### src/hdl/flhc_defines.svh
// Timing, command and field constants for the flash host controller.
// Assumes a 25 MHz system clock.
`ifndef FLHC_DEFINES_SVH
`define FLHC_DEFINES_SVH
`define FLHC_CLK_NS 40
`define FLHC_WP_NS 60
`define FLHC_WPH_NS 20
`define FLHC_LOCK_NS 100
`define FLHC_WP_CYC ((`FLHC_WP_NS + `FLHC_CLK_NS - 1) / `FLHC_CLK_NS)
`define FLHC_WPH_CYC ((`FLHC_WPH_NS + `FLHC_CLK_NS - 1) / `FLHC_CLK_NS)
`define FLHC_LOCK_CYC ((`FLHC_LOCK_NS + `FLHC_CLK_NS - 1) / `FLHC_CLK_NS)
`define FLHC_SYNC_STAGES 2
`define FLHC_RD_CYC (`FLHC_WP_CYC + `FLHC_SYNC_STAGES)
`define FLHC_CMD_READ_ARRAY 8'hff
`define FLHC_CMD_PROG_SETUP 8'h40
`define FLHC_CMD_ERASE_SETUP 8'h20
`define FLHC_CMD_CONFIRM 8'hd0
`define FLHC_CMD_SUSPEND 8'hb0
`define FLHC_CMD_READ_STATUS 8'h70
`define FLHC_CMD_CLEAR_STATUS 8'h50
`define FLHC_CMD_READ_ID 8'h90
`define FLHC_READY_BIT 7
`define FLHC_SUSP_BIT 6
`define FLHC_CNT_W 4
`endif

### src/hdl/flhc_pkg.sv
// Types shared by the flash host controller files.
// Assumes the defines header is compiled alongside.
package flhc_pkg;
    typedef enum logic [3:0] {
        FLHC_OP_READ = 4'h0,
        FLHC_OP_PROGRAM = 4'h1,
        FLHC_OP_ERASE = 4'h2,
        FLHC_OP_SUSPEND = 4'h3,
        FLHC_OP_RESUME = 4'h4,
        FLHC_OP_STATUS = 4'h5,
        FLHC_OP_CLEAR = 4'h6,
        FLHC_OP_READ_ID = 4'h7,
        FLHC_OP_LOCK = 4'h8
    } flhc_op_t;

    typedef struct packed {
        flhc_op_t op;
        logic [19:0] addr;
        logic [7:0] data;
        logic boot;
    } flhc_req_t;

    typedef struct packed {
        logic [19:0] addr;
        logic [7:0] data;
        logic oe_n;
        logic ce_n;
        logic we_n;
        logic drive;
    } flhc_bus_t;
endpackage

### src/hdl/flhc_cycle.sv
// One bus cycle (write pulse or read sample) on the flash pins.
// Assumes the data input pins are already synchronised by the caller.
`timescale 1ns/10ps
`include "flhc_defines.svh"
module flhc_cycle
    import flhc_pkg::*;
(
    input wire logic clk_i,
    input wire logic rstn_i,
    input wire logic start_i,
    input wire logic write_i,
    input wire logic [19:0] addr_i,
    input wire logic [7:0] data_i,
    input wire logic [7:0] rd_data_i,
    output logic busy_o,
    output logic done_o,
    output logic [7:0] rd_data_o,
    output flhc_bus_t bus_o
);
    typedef enum logic [2:0] {
        FLHC_CY_IDLE = 3'b001,
        FLHC_CY_LOW = 3'b010,
        FLHC_CY_HIGH = 3'b100
    } flhc_cy_t;

    flhc_cy_t st_reg, st_next;
    logic [`FLHC_CNT_W-1:0] cnt_reg, cnt_next;
    logic wr_reg, wr_next;
    logic [7:0] rd_reg, rd_next;
    flhc_bus_t bus_reg, bus_next;

    always_comb begin
        st_next = st_reg;
        cnt_next = cnt_reg;
        wr_next = wr_reg;
        rd_next = rd_reg;
        bus_next = bus_reg;
        done_o = 1'b0;
        case (st_reg)
            FLHC_CY_IDLE: begin
                if (start_i) begin
                    wr_next = write_i;
                    bus_next.addr = addr_i;
                    bus_next.data = data_i;
                    bus_next.drive = write_i;
                    // Both strobes fall together so the write begins at one edge. [RL9]
                    bus_next.ce_n = 1'b0;
                    bus_next.we_n = !write_i;
                    bus_next.oe_n = write_i;
                    // Reads stay low longer so the synchronised data has settled when sampled.
                    if (write_i) begin
                        cnt_next = `FLHC_CNT_W'(`FLHC_WP_CYC);
                    end else begin
                        cnt_next = `FLHC_CNT_W'(`FLHC_RD_CYC);
                    end
                    st_next = FLHC_CY_LOW;
                end
            end
            FLHC_CY_LOW: begin
                if (cnt_reg > `FLHC_CNT_W'(1)) begin
                    cnt_next = cnt_reg - `FLHC_CNT_W'(1);
                end else begin
                    rd_next = rd_data_i;
                    // Write ends when the first strobe rises; data stays for hold. [RL9]
                    bus_next.we_n = 1'b1;
                    bus_next.ce_n = 1'b1;
                    bus_next.oe_n = 1'b1;
                    cnt_next = `FLHC_CNT_W'(`FLHC_WPH_CYC);
                    st_next = FLHC_CY_HIGH;
                end
            end
            FLHC_CY_HIGH: begin
                if (cnt_reg > `FLHC_CNT_W'(1)) begin
                    cnt_next = cnt_reg - `FLHC_CNT_W'(1);
                end else begin
                    bus_next.drive = 1'b0;
                    done_o = 1'b1;
                    st_next = FLHC_CY_IDLE;
                end
            end
            default: st_next = FLHC_CY_IDLE;
        endcase
    end

    always_ff @(posedge clk_i or negedge rstn_i) begin
        if (!rstn_i) begin
            st_reg <= FLHC_CY_IDLE;
            cnt_reg <= '0;
            wr_reg <= 1'b0;
            rd_reg <= '0;
            bus_reg <= '{addr: 20'h0, data: 8'h0, oe_n: 1'b1, ce_n: 1'b1, we_n: 1'b1,
                         drive: 1'b0};
        end else begin
            st_reg <= st_next;
            cnt_reg <= cnt_next;
            wr_reg <= wr_next;
            rd_reg <= rd_next;
            bus_reg <= bus_next;
        end
    end

    assign busy_o = (st_reg != FLHC_CY_IDLE);
    assign rd_data_o = rd_reg;
    assign bus_o = bus_reg;
endmodule

### src/hdl/flhc_host.sv
// Host-side controller for a clockless command-driven flash memory.
// Assumes flash data-out pins are asynchronous and are synchronised here.
// Summary of operation
// RL1 - After program setup, next write carries the data and address to program.
// RL2 - Device decodes read array, program, erase, status, identifier, clear commands.
// RL3 - Erase setup needs confirm next; anything else gives erase command error.
// RL4 - Suspend code pauses erase; confirm resumes; program and identifier are reserved.
// RL5 - During operation device ignores writes except suspend during erase.
// RL6 - Operation complete only when a status read shows the ready bit set.
// RL7 - Boot block writes keep unlock condition until successful completion.
// RL8 - Wait the boot lock delay after removing unlock before trusting lock.
// RL9 - Write is active only while chip select and write strobe are both low.
// RL10 - Device runs program and erase algorithms itself, including verification.
`timescale 1ns/10ps
`include "flhc_defines.svh"
module flhc_host
    import flhc_pkg::*;
(
    input wire logic clk_i,
    input wire logic rstn_i,
    input wire logic req_valid_i,
    input flhc_req_t req_i,
    output logic req_ready_o,
    output logic resp_valid_o,
    output logic [7:0] resp_data_o,
    output logic erase_suspended_o,
    output logic [19:0] flash_addr_o,
    output logic [7:0] flash_dq_o,
    output logic flash_dq_oe_o,
    input wire logic [7:0] flash_dq_i,
    output logic flash_ce_n_o,
    output logic flash_we_n_o,
    output logic flash_oe_n_o,
    output logic write_protect_o,
    output logic reset_powerdown_n_o
);
    typedef enum logic [8:0] {
        FLHC_IDLE = 9'b000000001,
        FLHC_CMD = 9'b000000010,
        FLHC_DATA = 9'b000000100,
        FLHC_POLL_CMD = 9'b000001000,
        FLHC_POLL = 9'b000010000,
        FLHC_READ = 9'b000100000,
        FLHC_LOCK = 9'b001000000,
        FLHC_DONE = 9'b010000000,
        FLHC_SUSP_CMD = 9'b100000000
    } flhc_state_t;

    flhc_state_t st_reg, st_next;
    flhc_req_t req_reg, req_next;
    logic [7:0] resp_reg, resp_next;
    logic susp_reg, susp_next;
    logic wp_reg, wp_next;
    logic [`FLHC_CNT_W-1:0] lock_reg, lock_next;
    logic [7:0] dq_meta_reg, dq_sync_reg;
    logic cy_start, cy_write, cy_busy, cy_done;
    logic [19:0] cy_addr;
    logic [7:0] cy_data, cy_rd;
    flhc_bus_t bus;

    // -----------------------------------------------------------------
    // Pin synchroniser
    // -----------------------------------------------------------------
    always_ff @(posedge clk_i or negedge rstn_i) begin
        if (!rstn_i) begin
            dq_meta_reg <= '0;
            dq_sync_reg <= '0;
        end else begin
            dq_meta_reg <= flash_dq_i;
            dq_sync_reg <= dq_meta_reg;
        end
    end

    flhc_cycle u_cycle (
        .clk_i(clk_i),
        .rstn_i(rstn_i),
        .start_i(cy_start),
        .write_i(cy_write),
        .addr_i(cy_addr),
        .data_i(cy_data),
        .rd_data_i(dq_sync_reg),
        .busy_o(cy_busy),
        .done_o(cy_done),
        .rd_data_o(cy_rd),
        .bus_o(bus)
    );

    // -----------------------------------------------------------------
    // Command sequencer
    // -----------------------------------------------------------------
    always_comb begin
        st_next = st_reg;
        req_next = req_reg;
        resp_next = resp_reg;
        susp_next = susp_reg;
        wp_next = wp_reg;
        lock_next = lock_reg;
        cy_start = 1'b0;
        cy_write = 1'b1;
        cy_addr = req_reg.addr;
        cy_data = `FLHC_CMD_READ_ARRAY;
        case (st_reg)
            FLHC_IDLE: begin
                if (req_valid_i) begin
                    req_next = req_i;
                    // Unlock before the sequence when the target is the boot block. [RL7]
                    if (req_i.boot) begin
                        wp_next = 1'b1;
                    end
                    if (req_i.op == FLHC_OP_LOCK) begin
                        wp_next = 1'b0;
                        lock_next = `FLHC_CNT_W'(`FLHC_LOCK_CYC);
                        st_next = FLHC_LOCK;
                    end else begin
                        st_next = FLHC_CMD;
                    end
                end
            end
            FLHC_CMD: begin
                // The host never issues program or identifier while an erase is suspended. [RL4]
                case (req_reg.op) // [RL2]
                    FLHC_OP_PROGRAM: cy_data = `FLHC_CMD_PROG_SETUP;
                    FLHC_OP_ERASE: cy_data = `FLHC_CMD_ERASE_SETUP;
                    FLHC_OP_RESUME: cy_data = `FLHC_CMD_CONFIRM;
                    FLHC_OP_STATUS: cy_data = `FLHC_CMD_READ_STATUS;
                    FLHC_OP_CLEAR: cy_data = `FLHC_CMD_CLEAR_STATUS;
                    FLHC_OP_READ_ID: cy_data = `FLHC_CMD_READ_ID;
                    FLHC_OP_SUSPEND: cy_data = `FLHC_CMD_SUSPEND;
                    default: cy_data = `FLHC_CMD_READ_ARRAY;
                endcase
                if ((req_reg.op == FLHC_OP_PROGRAM || req_reg.op == FLHC_OP_READ_ID)
                        && susp_reg) begin
                    resp_next = 8'h00;
                    st_next = FLHC_DONE;
                end else begin
                    cy_start = !cy_busy;
                    if (cy_done) begin
                        case (req_reg.op)
                            // Next write after setup is the data itself. [RL1]
                            FLHC_OP_PROGRAM: st_next = FLHC_DATA;
                            // Erase confirm must be the very next write. [RL3]
                            FLHC_OP_ERASE: st_next = FLHC_DATA;
                            FLHC_OP_RESUME: begin
                                susp_next = 1'b0;
                                st_next = FLHC_POLL_CMD;
                            end
                            FLHC_OP_CLEAR: st_next = FLHC_DONE;
                            FLHC_OP_SUSPEND: st_next = FLHC_POLL_CMD;
                            default: st_next = FLHC_READ;
                        endcase
                    end
                end
            end
            FLHC_DATA: begin
                cy_data = (req_reg.op == FLHC_OP_ERASE) ? `FLHC_CMD_CONFIRM : req_reg.data;
                cy_start = !cy_busy;
                if (cy_done) begin
                    st_next = FLHC_POLL_CMD;
                end
            end
            FLHC_POLL_CMD: begin
                // Status is requested explicitly so polling also works after resume. [RL5]
                cy_data = `FLHC_CMD_READ_STATUS;
                cy_start = !cy_busy;
                if (cy_done) begin
                    st_next = FLHC_POLL;
                end
            end
            FLHC_POLL: begin
                cy_write = 1'b0;
                cy_start = !cy_busy;
                if (cy_done && cy_rd[`FLHC_READY_BIT]) begin
                    // Completion is taken only from a status read with the ready bit set. [RL6] [RL10]
                    resp_next = cy_rd;
                    if (req_reg.op == FLHC_OP_SUSPEND) begin
                        susp_next = cy_rd[`FLHC_SUSP_BIT];
                    end
                    st_next = FLHC_DONE;
                end
            end
            FLHC_READ: begin
                cy_write = 1'b0;
                cy_start = !cy_busy;
                if (cy_done) begin
                    resp_next = cy_rd;
                    st_next = FLHC_DONE;
                end
            end
            FLHC_LOCK: begin
                // Lock is reported only after the boot lock delay has run out. [RL8]
                if (lock_reg > `FLHC_CNT_W'(1)) begin
                    lock_next = lock_reg - `FLHC_CNT_W'(1);
                end else begin
                    st_next = FLHC_DONE;
                end
            end
            FLHC_DONE: begin
                st_next = FLHC_IDLE;
            end
            default: st_next = FLHC_IDLE;
        endcase
    end

    always_ff @(posedge clk_i or negedge rstn_i) begin
        if (!rstn_i) begin
            st_reg <= FLHC_IDLE;
            req_reg <= '0;
            resp_reg <= '0;
            susp_reg <= 1'b0;
            wp_reg <= 1'b0;
            lock_reg <= '0;
        end else begin
            st_reg <= st_next;
            req_reg <= req_next;
            resp_reg <= resp_next;
            susp_reg <= susp_next;
            wp_reg <= wp_next;
            lock_reg <= lock_next;
        end
    end

    assign req_ready_o = (st_reg == FLHC_IDLE);
    assign resp_valid_o = (st_reg == FLHC_DONE);
    assign resp_data_o = resp_reg;
    assign erase_suspended_o = susp_reg;
    assign write_protect_o = wp_reg;
    assign reset_powerdown_n_o = rstn_i;
    assign flash_addr_o = bus.addr;
    assign flash_dq_o = bus.data;
    assign flash_dq_oe_o = bus.drive;
    assign flash_ce_n_o = bus.ce_n;
    assign flash_we_n_o = bus.we_n;
    assign flash_oe_n_o = bus.oe_n;
endmodule

### config.mk
export PLATFORM = sky130hd
export DESIGN_NAME = flhc_host
export DESIGN_NICKNAME = d
export VERILOG_FILES = /design/src/hdl/flhc_pkg.sv /design/src/hdl/flhc_cycle.sv /design/src/hdl/flhc_host.sv
export VERILOG_INCLUDE_DIRS = /design/src /design/src/hdl
export SDC_FILE = /design/constraint.sdc
export NUM_CORES = 1
export LEC_CHECK = 0
export BUFFER_PORTS_ARGS = -buffer_cell sky130_fd_sc_hd__buf_2
export CORE_MARGIN = 4
export CORE_UTILIZATION = 46
export DETAILED_ROUTE_END_ITERATION = 10
export PLACE_DENSITY = 0.74
export SLEW_MARGIN = 20
export SYNTH_ARGS = -nofsm -noshare
export SYNTH_HDL_FRONTEND = slang
export SYNTH_HIERARCHICAL = 1
export SYNTH_SLANG_ARGS = --single-unit
export TNS_END_PERCENT = 50
### constraint.sdc
create_clock -name clk_i -period 4 [get_ports clk_i]
set_input_delay 0.8 -clock clk_i [delete_from_list [all_inputs] [get_ports clk_i]]
set_output_delay 0.8 -clock clk_i [all_outputs]
set_load 0.01 [all_outputs]
# Yosys cells after proc, flatten, opt, wreduce, memory -nomap -nowiden
# Cells that the tools add are included.
# totals
register_bits,118
word_cells,138
# classes
n_addsub,2
order_cmp,2
n_eq_ne,38
muxes,49
n_bitwise,1
n_reduce_logical,27
# ops
op,count
two-way mux 9 bit,8
one-hot mux 8 bit (3 select lines),3
one-hot mux 9 bit (7 select lines),1
one-hot mux 8 bit (7 select lines),1
two-way mux 8 bit,4
"!= test 2 bit, second input constant",15
two-way mux 4 bit,7
"== test 4 x 3 -> 1 bit, second input constant",4
two-way mux 3 bit,5
AND reduction 3 bit,5
two-way mux 1 bit,12
one-hot mux 4 bit (3 select lines),1
nonzero test 2 bit,5
"== test 9 x 1 -> 1 bit, second input constant",1
"== test 9 x 2 -> 1 bit, second input constant",1
"== test 9 x 3 -> 1 bit, second input constant",1
"== test 9 x 4 -> 1 bit, second input constant",1
"== test 9 x 5 -> 1 bit, second input constant",1
"== test 9 x 6 -> 1 bit, second input constant",1
"== test 9 x 7 -> 1 bit, second input constant",1
"== test 9 x 8 -> 1 bit, second input constant",1
one-hot mux 3 bit (3 select lines),1
"== test 4 x 2 -> 1 bit, second input constant",2
"> comparator 4 x 1 -> 1 bit, second input constant",2
24 further kinds,35

# Depth between registers and ports, before layout
# depth
ltp_word,7
mapped_depth,11

# By module
# The synthesis kept the hierarchy.
# by_module_without_submodules
mod,instances,cells_each,area_per_inst_um2
flhc_host,1,264,3309.4
flhc_cycle,1,206,2068.2

# Worst setup path before layout
# Ideal clock, no wire load.
# synth_timing
path_kind,register to register
from,register st_reg[3] (netlist name)
to,register u_cycle.cnt_reg[2]
setup_ns,0.124
arrival_ns,2.748
setup_slack_ns,1.128
path_stages_with_launch,12
synth_period_minus_slack_ns,2.872
cell_sequence,dfrtp_1 or4_1 buf_4 nor4b_2 buf_4 nor2_1 a21oi_1 nand4bb_1 buf_2 o21a_4 a22o_1 a211o_1
# synth_lines
element,line,source
"end signal, assigned",flhc_cycle.sv:95,cnt_reg <= cnt_next;
"end, declared",flhc_cycle.sv:27,"logic [`FLHC_CNT_W-1:0] cnt_reg, cnt_next;"

==> results.md <==
- Adder-Cell Fraction of Synth Area: 0.9307%
- Post-synthesis mux area share: 12.52%
- Crit-path cells: nor4b_1 -> o211ai_1 -> a21oi_1 -> nand4bb_1 -> o21a_4 -> a22o_1 -> a211o_1
- Max reg flops: 32
- Std cell rows: 39
- CTS tree: done
- Routed WL: 11.72 mm
- Final setup TNS: 0 ns
- Syn Nets: 518
- Antenna violations before repair: 0
- Port bufs: 88
- Synthesized flop and latch total: 117
- Fmax: 357.6 MHz
- Clock network power share: 32.5%
- Resized cells post-CTS: 0
- Post-route ant nets: 0
- Int Pwr: 3.371 mW
- ANT cells: 0
- Via/cell ratio: 5.312
- Boundary pin count: 89
- Status: finished clean
- Clk_lat worst skew: 0.40 ns
- Placed cells: 685
- Clock transition at the registers of the reported paths: 0.05 ns
- Synth area leaders: dfrtp_1 52%, mux2_4 8.4%, nand2_1 7.1%, dfstp_2 2.4%, mux2i_1 2.0%
- Fin area: 6543 µm²
- Synth top area share: 52.12%
- Count of pins over their slew limit: 0
- Largest family of logic cells by synthesized area: simple AND/OR/NAND/NOR gates
- P_sw: 1.567 mW
- Placer congestion estimate: 0.8763
- Peak supply drop: 0.3770 mV
- Synth Instances: 470
- Skew final: 0.005409 ns
- Final Instance Count excl. Fillers: 717
- WHS: 0.3442 ns
- Total number of vias: 3,809
- Clock sinks: 117
- Hold Crit Class: flop to flop
- Initial Util: 47.10%
- Synth cell types: 66
- Total GRT Usage: 18.57%
- Pin count of the biggest net entering global routing: 60
- Crit Path Max Fanout: 8
- CTS root buffer: clkbuf_16
- Final min period: 2.797 ns
- Max clock buf depth: 2
- Commonest non-fill, non-tap cell in the layout: dfrtp_1
- Simple-gate share of the synthesized area: 17.38%
- Synth Flop Type: dfrtp_1
- Core footprint: 11,420 µm²
- WP data arrival: 3.09 ns
- Compound-gate portion of the synthesized area: 9.772%
- Router iterations before antenna repair: 4
- Final HPWL DP: 7.968 mm
- CTS Hold Bufs: 0
- Logic pwr share: 29.4%
- Final Hold Fails: 0
- Die height: 116.1 µm
- Setup slack at placement: 1.246 ns
- Endpoint class of the critical path: flop
- Yosys Warn Count: 6
- DIE AREA: 13,480 µm²
- Async set-reset flop share out of synthesis: 100.0%
- Setup slack after layout: 1.203 ns
- Post-Synth XOR/XNOR Area: 0.6515%
- Global-route wire length before repair: 19.43 mm
- Top cell type by total area after synthesis: dfrtp_1
- Syn Area/Cell: 11.44 µm²
- Layout filler cell count: 953
- Placed instance area: 5909 µm²
- Post-synth EDFFs: 0
- Setup crit start kind: flop
- Total power density per cell area: 754.8 nW/µm²
- Final Cycle Share: 69.92%
- Req. time, crit path: 4.29 ns
- Count of final setup violators: 0
- Total gr overflow: 0
- Post-CTS setup buffers: 0
- Slowest CP cell: nor4b_1
- Die W: 116.1 µm
- Sequential share of the synthesized area: 54.56%
- Leading cell types in the layout, fill and taps excluded: 112 x dfrtp_1, 102 x nand2_1, 87 x buf_2
- Post-layout util: 57.30%
- Final #Nets: 609
- Net Sw Frac: 31.73%
- Slew margin rel.: 42.42%
- Max incr delay on CP: 0.63 ns
- RSZ-0062 raised after global routing: no
- Sequential Power Share: 38.1%
- WL/cell: 16.35 µm
- Layout cells sized above 1: 31.71%
- Multi-input logic area: 2218 µm²
- Worst setup path class: flop to flop
- Drt initial violations: 233
- TritonCTS Buffers: 17
- Area occupied by registers: 2934 µm²
- Netlist Area Pre-Place: 5378 µm²
- CTS H-Tree Depth: 4
- Worst Max-Slew Pin Slew: 0.8572 ns
- Area growth, synth to finish: 21.66%
- Drt drc: 0
- Design Power: 4.938 mW
- Max-cap violations: 0
- P_leak: 3.239 nW
- Number of global-route vias before repair: 3,902
[synthesized netlist by cell type, types with 3 or more instances]
library cell / instances
a211oi_1: 3
o21bai_1: 3
buf_6: 5
nor2_1: 15
nor2b_1: 4
dfrtp_1: 112
clkbuf_1: 8
nand2_1: 102
and3_1: 3
ha_1: 4
nor4_1: 4
o21ai_0: 5
inv_1: 22
nor3b_1: 3
buf_2: 6
nand3b_1: 3
mux2_4: 30
a21oi_1: 12
mux2_2: 3
dfstp_2: 5
or3_1: 5
and2_1: 4
nor3_1: 10
a21o_1: 6
o22ai_1: 5
nor4b_1: 5
a22o_1: 3
nand2b_1: 6
mux2_1: 7
mux2i_1: 11
buf_4: 3
a22oi_1: 3
o211ai_1: 7
[kinds of logic after synthesis]
logic type                 count (synthesis)
muxes                                     51
adders and majority gates                  4
and+or+nand+nor                          182
buffers and inverters                     45
AOI/OAI and AO/OA                         67
DFF                                      117
xor gates and xnor gates                   4
[final timing paths]
path                                 from            endpoint  slack, ns  depth (start not counted)
min                        dq_meta_reg[2]      dq_sync_reg[2]       0.34                          0
min in group asynchronous          rstn_i         cy_addr[13]       0.59                          2
max                             st_reg[5]  u_cycle/cnt_reg[2]       1.20                          7
max in group asynchronous          rstn_i           st_reg[2]       2.92                          2
max reg2reg                     st_reg[5]  u_cycle/cnt_reg[2]       1.20                          7
min reg2reg                dq_meta_reg[2]      dq_sync_reg[2]       0.34                          0
[power by group through the flow]
stage          logic (mW)  clock network [mW]  registers, mW
4_1_cts              1.47                1.63           1.88
3_3_place_gp         1.41                   0           1.87
2_1_floorplan        1.08                   0           1.85
3_5_place_dp         1.46                   0           1.89
6_report             1.45                1.60           1.88
5_1_grt              1.60                1.70           1.94
[routing by layer]
layer | global-route usage, % | routed length (µm) | vias to the layer above
li1 | - | - | 1802
met1 | 24.52 | 5202 | 1901
met2 | 28.65 | 5725 | 96
met3 | 6.373 | 657 | 10
met4 | 6.806 | 135 | 0
met5 | 0 | 0 | -
[cell type report]
cell class	instances	area share, %
Sequential cell	117	44.85
Clock buffer	20	6.980
Timing Repair Buffer	95	7.573
Clock inverter	12	2.696
Tap cell	143	2.735
Multi-Input combinational cell	308	33.91
Inverter	22	1.262
[critical path, delay by kind of cell, from the launching register on]
kind / cells / cell delay [ns]
AO/OA/AOI/OAI: 5 / 1.40
flip-flops: 1 / 0.48
AND/OR/NAND/NOR: 2 / 0.80
Power figures use the tool's default switching activity.
